[src/shared/baie_consts.vh]
// Purpose: constants for the branch and increment execution block
// Assumes: 14-bit instruction word, four-phase instruction cycle
// Notes: phase codes are one-hot-free binary counts 0..3
`ifndef BAIE_CONSTS_VH
`define BAIE_CONSTS_VH
`define BAIE_JMP_OP_HI    13
`define BAIE_JMP_OP_LO    11
`define BAIE_JMP_OPCODE   3'h5
`define BAIE_INC_OP_HI    13
`define BAIE_INC_OP_LO    8
`define BAIE_INC_OPCODE   6'h0a
`define BAIE_LIT_HI       10
`define BAIE_DEST_BIT     7
`define BAIE_ADDR_HI      6
`define BAIE_LATCH_HI     4
`define BAIE_LATCH_LO     3
`define BAIE_Q1           2'h0
`define BAIE_Q2           2'h1
`define BAIE_Q3           2'h2
`define BAIE_Q4           2'h3
`endif

[src/hdl/baie_exec.v]
// Purpose: execute unconditional jump and file increment instructions
// Assumes: instr_i valid from q1 of each instruction cycle; file read
//          data answers file_addr_o combinationally
// Notes: one ref_clk_i edge per phase, four phases per instruction cycle
`timescale 1ns/100ps
`default_nettype none
`include "baie_consts.vh"
module baie_exec #(
  parameter PC_W = 13
) (
  input  wire             ref_clk_i,
  input  wire             reset_n_i,
  input  wire [13:0]      instr_i,
  input  wire [7:0]       page_latch_i,
  input  wire [7:0]       file_rdata_i,
  output wire [1:0]       phase_o,
  output wire             busy_o,
  output wire [6:0]       file_addr_o,
  output reg  [7:0]       file_wdata_o,
  output reg              file_we_o,
  output reg  [7:0]       w_wdata_o,
  output reg              w_we_o,
  output reg              zero_o,
  output reg              zero_we_o,
  output reg  [PC_W-1:0]  pc_o,
  output reg              pc_we_o
);
  reg [1:0]       phase_ff;
  reg             nop_ff;     // second jump cycle
  reg             is_jmp_ff;
  reg             is_inc_ff;
  reg             dest_ff;
  reg [6:0]       addr_ff;
  reg [10:0]      lit_ff;
  reg [7:0]       data_ff;
  reg [PC_W-1:0]  target_ff;
  reg [7:0]       sum_ff;

  wire dec_jmp = (instr_i[`BAIE_JMP_OP_HI:`BAIE_JMP_OP_LO] ==
                  `BAIE_JMP_OPCODE);
  wire dec_inc = (instr_i[`BAIE_INC_OP_HI:`BAIE_INC_OP_LO] ==
                  `BAIE_INC_OPCODE);

  assign phase_o     = phase_ff;
  assign busy_o      = nop_ff;
  assign file_addr_o = addr_ff;

  always @(posedge ref_clk_i or negedge reset_n_i) begin
    if (!reset_n_i) begin
      phase_ff     <= 2'h0;
      nop_ff       <= 1'b0;
      is_jmp_ff    <= 1'b0;
      is_inc_ff    <= 1'b0;
      dest_ff      <= 1'b0;
      addr_ff      <= 7'h00;
      lit_ff       <= 11'h000;
      data_ff      <= 8'h00;
      target_ff    <= {PC_W{1'b0}};
      sum_ff       <= 8'h00;
      file_wdata_o <= 8'h00;
      file_we_o    <= 1'b0;
      w_wdata_o    <= 8'h00;
      w_we_o       <= 1'b0;
      zero_o       <= 1'b0;
      zero_we_o    <= 1'b0;
      pc_o         <= {PC_W{1'b0}};
      pc_we_o      <= 1'b0;
    end else begin
      phase_ff  <= phase_ff + 2'h1;
      file_we_o <= 1'b0;
      w_we_o    <= 1'b0;
      zero_we_o <= 1'b0;
      pc_we_o   <= 1'b0;
      case (phase_ff)
        `BAIE_Q1: begin
          // idle second jump cycle decodes nothing
          if (nop_ff) begin
            is_jmp_ff <= 1'b0;
            is_inc_ff <= 1'b0;
          end else begin
            is_jmp_ff <= dec_jmp;
            is_inc_ff <= dec_inc;
            dest_ff   <= instr_i[`BAIE_DEST_BIT];
            addr_ff   <= instr_i[`BAIE_ADDR_HI:0];
            lit_ff    <= instr_i[`BAIE_LIT_HI:0];
          end
        end
        `BAIE_Q2: begin
          if (is_inc_ff)
            data_ff <= file_rdata_i;
        end
        `BAIE_Q3: begin
          if (is_jmp_ff)
            target_ff <= {page_latch_i[`BAIE_LATCH_HI:`BAIE_LATCH_LO],
                          lit_ff};
          if (is_inc_ff)
            sum_ff <= data_ff + 8'h01;
        end
        `BAIE_Q4: begin
          // jump writes the pc and sets nop_ff (busy_o), never the zero flag
          if (is_jmp_ff) begin
            pc_o    <= target_ff;
            pc_we_o <= 1'b1;
          end
          nop_ff <= is_jmp_ff;
          if (is_inc_ff) begin
            zero_o    <= (sum_ff == 8'h00);
            zero_we_o <= 1'b1;
            if (dest_ff) begin
              file_wdata_o <= sum_ff;
              file_we_o    <= 1'b1;
            end else begin
              w_wdata_o <= sum_ff;
              w_we_o    <= 1'b1;
            end
          end
        end
        default: begin
          phase_ff <= 2'h0;
        end
      endcase
    end
  end
endmodule // baie_exec
`default_nettype wire

[config.mk]
export PLATFORM = sky130hd
export DESIGN_NAME = baie_exec
export DESIGN_NICKNAME = d
export VERILOG_FILES = /design/src/hdl/baie_exec.v
export VERILOG_INCLUDE_DIRS = /design/src /design/src/shared
export SDC_FILE = /design/constraint.sdc
export NUM_CORES = 1
export LEC_CHECK = 0
export ABC_CLOCK_PERIOD_IN_PS = 4600
export BUFFER_PORTS_ARGS = -buffer_cell sky130_fd_sc_hd__buf_2
export CORE_ASPECT_RATIO = 0.5
export CORE_UTILIZATION = 57
export CTS_BUF_LIST = sky130_fd_sc_hd__clkbuf_16
export DETAILED_ROUTE_END_ITERATION = 12
export GPL_TIMING_DRIVEN = 0
export PLACE_DENSITY = 0.91
export SYNTH_ARGS = -nofsm -noshare
export SYNTH_HDL_FRONTEND = slang
export SYNTH_SLANG_ARGS = --single-unit
[constraint.sdc]
create_clock -name ref_clk_i -period 4.6 [get_ports ref_clk_i]
set_clock_uncertainty 0.15 [all_clocks]
set_input_delay 0.46 -clock ref_clk_i [delete_from_list [all_inputs] [get_ports ref_clk_i]]
set_output_delay 0.46 -clock ref_clk_i [all_outputs]
set_load 0.1 [all_outputs]
==> results.sh <==
export IMPL_place_gp_congestion=0.767
export IMPL_max_clock_freq_mhz=515
export IMPL_synthCells=217
export IMPL_cts_resized_gates=0
export IMPL_power_w=0.00184
export IMPL_ir_drop_mv=0.279
export IMPL_grt_busiest_layer="met2"
export IMPL_synth_distinct_cells=24
export IMPL_path_class="reg -> reg"
export IMPL_use_met2_pct=40.9
export IMPL_worst_pin_slew_ns=0.966
export IMPL_leakage_nw=2.04
export IMPL_drive_gt1_share_pct=52.6
export IMPL_synth_simple_area_share_pct=5.84
export IMPL_fin_nets=334
export IMPL_cts_tree="done"
export IMPL_rows=18
export IMPL_finalCritPeriodShare_pct=42.2
export IMPL_cts_buffers=9
export IMPL_num_vias=2003
export IMPL_io_pins=76
export IMPL_grt_ovfl_total=0
export IMPL_max_cap_viol_count=0
export IMPL_htreeDepth=3
export IMPL_synth_top_family_by_area="multiplexers"
export IMPL_die_y_um=54.7
export IMPL_drt_iter0_drc=46
export IMPL_io_buffers=69
export IMPL_crit_path_start_kind="flip-flop"
export IMPL_grt_pass1_vias=1973
export IMPL_grt_max_degree=80
export IMPL_synthAdderAreaFrac_pct=1.97
export IMPL_layout_area_overhead_vs_synth_pct=22.6
export IMPL_drc=0
export IMPL_grt_pass1_wl_um=9650
export IMPL_synth_edf_count=0
export IMPL_diodes=0
export IMPL_core_um2=5130
export IMPL_final_cells=372
export IMPL_grt_util_met3_pct=7.74
export IMPL_antenna_found_initial=0
export IMPL_post_cts_setup_buffers=0
export IMPL_fin_ws_ns=2.66
export IMPL_die_x_um=107
export IMPL_r2r_cells=5
export IMPL_syn_nets=254
export IMPL_rsz0062_at_grt="no"
export IMPL_hold_path_class="in -> async"
export IMPL_die_area_um2=5880
export IMPL_worst_setup_path_end_kind="flip-flop"
export IMPL_yosysSeqAreaShare_pct=62.4
export IMPL_dr_pass1_iters=4
export IMPL_ys_seq_elements=79
export IMPL_clk_latency_ns=0.32
export IMPL_mostFrequentLayoutCell="dfrtp_1"
export IMPL_synthFlopType="dfrtp_1"
export IMPL_finalHoldViolCount=0
export IMPL_syn_area_per_cell_um2=14.6
export IMPL_initial_core_util_pct=61.7
export IMPL_required_ns=4.66
export IMPL_grtUsageMet1_pct=26.3
export IMPL_wl_per_cell_um=16.7
export IMPL_tns_ns=0
export IMPL_synth_xor_xnor_area_share_pct=0.829
export IMPL_ys_warn_count=0
export IMPL_power_per_cell_area_nw_per_um2=472
export IMPL_synthMuxAreaShare_pct=23.0
export IMPL_fill_cells=314
export IMPL_netlist_area_um2=3170
export IMPL_post_place_ws_ns=2.69
export IMPL_routed_wl_um=6220
export IMPL_ctsHoldBuffers=0
export IMPL_timing_hold_ws_ns=0.132
export IMPL_track_usage_pct=22.8
export IMPL_antenna_left=0
export IMPL_relSlewSlack_pct=35.6
export IMPL_synth_compound_area_share_pct=2.09
export IMPL_cp_max_fo=10
export IMPL_place_inst=356
export IMPL_outcome="complete, no violations"
export IMPL_clk_path_buf_depth=2
export IMPL_dp_hpwl_um=3970
export IMPL_layout_common_cells="79 x dfrtp_1, 71 x buf_2, 54 x mux2_2, 14 x nand2_1, 11 x inv_1"
export IMPL_vias_per_cell=5.38
export IMPL_finalSetupViolCount=0
export IMPL_arrival_ns=2.00
export IMPL_slew_violations=0
export IMPL_path_clk_slew_ns=0.06
export IMPL_cts_sinks=79
export IMPL_cts_root_buffer="clkbuf_16"
export IMPL_fin_crit_ns=1.94
export IMPL_synthArstFlopShare_pct=100
-- cell families after synthesis --
group | Yosys count
buffers and inverters | 22
XOR/XNOR | 3
multiplexers | 62
adder cells (fa/ha/maj) | 5
AND/OR/NAND/NOR | 35
flip-flops | 79
AO/OA/AOI/OAI | 11
-- per-layer routing --
layer  up-vias  wire, um
met5         -         0
met4         0       155
met3        15       316
met2        73      3170
met1      1002      2580
li1        913         -
-- cells in the mapped netlist, drive strengths merged (2+ instances only) --
master,n,share of area [%]
nor4,2,0.39
or4,3,0.71
mux2,62,23
o2111ai,3,0.83
buf,12,2.7
nand2,16,2.1
dfrtp,79,62
ha,5,2.0
inv,9,1.1
xor2,2,0.55
nand3,9,1.6
o21ai,8,1.3
-- where the power goes --
part	switching (W)	total, W	leakage [nW]	internal, W
sequential	0.0000426	0.000804	1.01	0.000761
clock	0.000258	0.000669	0.149	0.000411
combinational	0.000279	0.000364	0.878	0.0000842
-- critical path, stage by stage (launching register included) --
cell	delay, ns
dfrtp_1	0.41
inv_1	0.11
ha_1	0.26
nor2b_1	0.21
buf_2	0.31
mux2_2	0.37
-- state kept, by name (all words and copies together) (netlist names) --
signal	flops
w_we_o	1
w_wdata_o	8
is_inc_ff	1
is_jmp_ff	1
pc_o	13
data_ff	8
file_addr_o	6
file_wdata_o	8
file_we_o	1
lit_ff	5
zero_o	1
phase_o	2
sum_ff	8
target_ff	13
busy_o	1
pc_we_o	1
zero_we_o	1
-- worst paths after layout --
path                       startpoint               to  slack [ns]
hold / removal              reset_n_i     target_ff[5]        0.13
setup reg to reg           phase_o[0]   file_addr_o[1]        2.66
min in group ref_clk_i     instr_i[5]   file_addr_o[5]        0.21
hold reg to reg               pc_o[0]          pc_o[0]        0.35
setup / recovery           phase_o[0]   file_addr_o[1]        2.66
max in group asynchronous   reset_n_i  file_wdata_o[5]        3.54
-- stage by stage --
step                cell area [um2]  utilization, %
CTS                            3890            75.7
global route                   3890            75.7
global placement               3600            70.2
floorplan                      3170               -
finish                         3890            75.7
detailed placement             3600            70.2
-- layout make-up --
class	instances	area (um2)	share of cell area, %
flip-flops and latches	79	1980	50.9
multi-input cells	116	1070	27.5
repair buffers	69	348	8.95
clock buffers	9	225	5.80
plain buffers	13	90.1	2.32
well taps	70	87.6	2.25
clock inverters	7	56.3	1.45
inverters	9	33.8	0.869
Power figures use the tool's default switching activity.
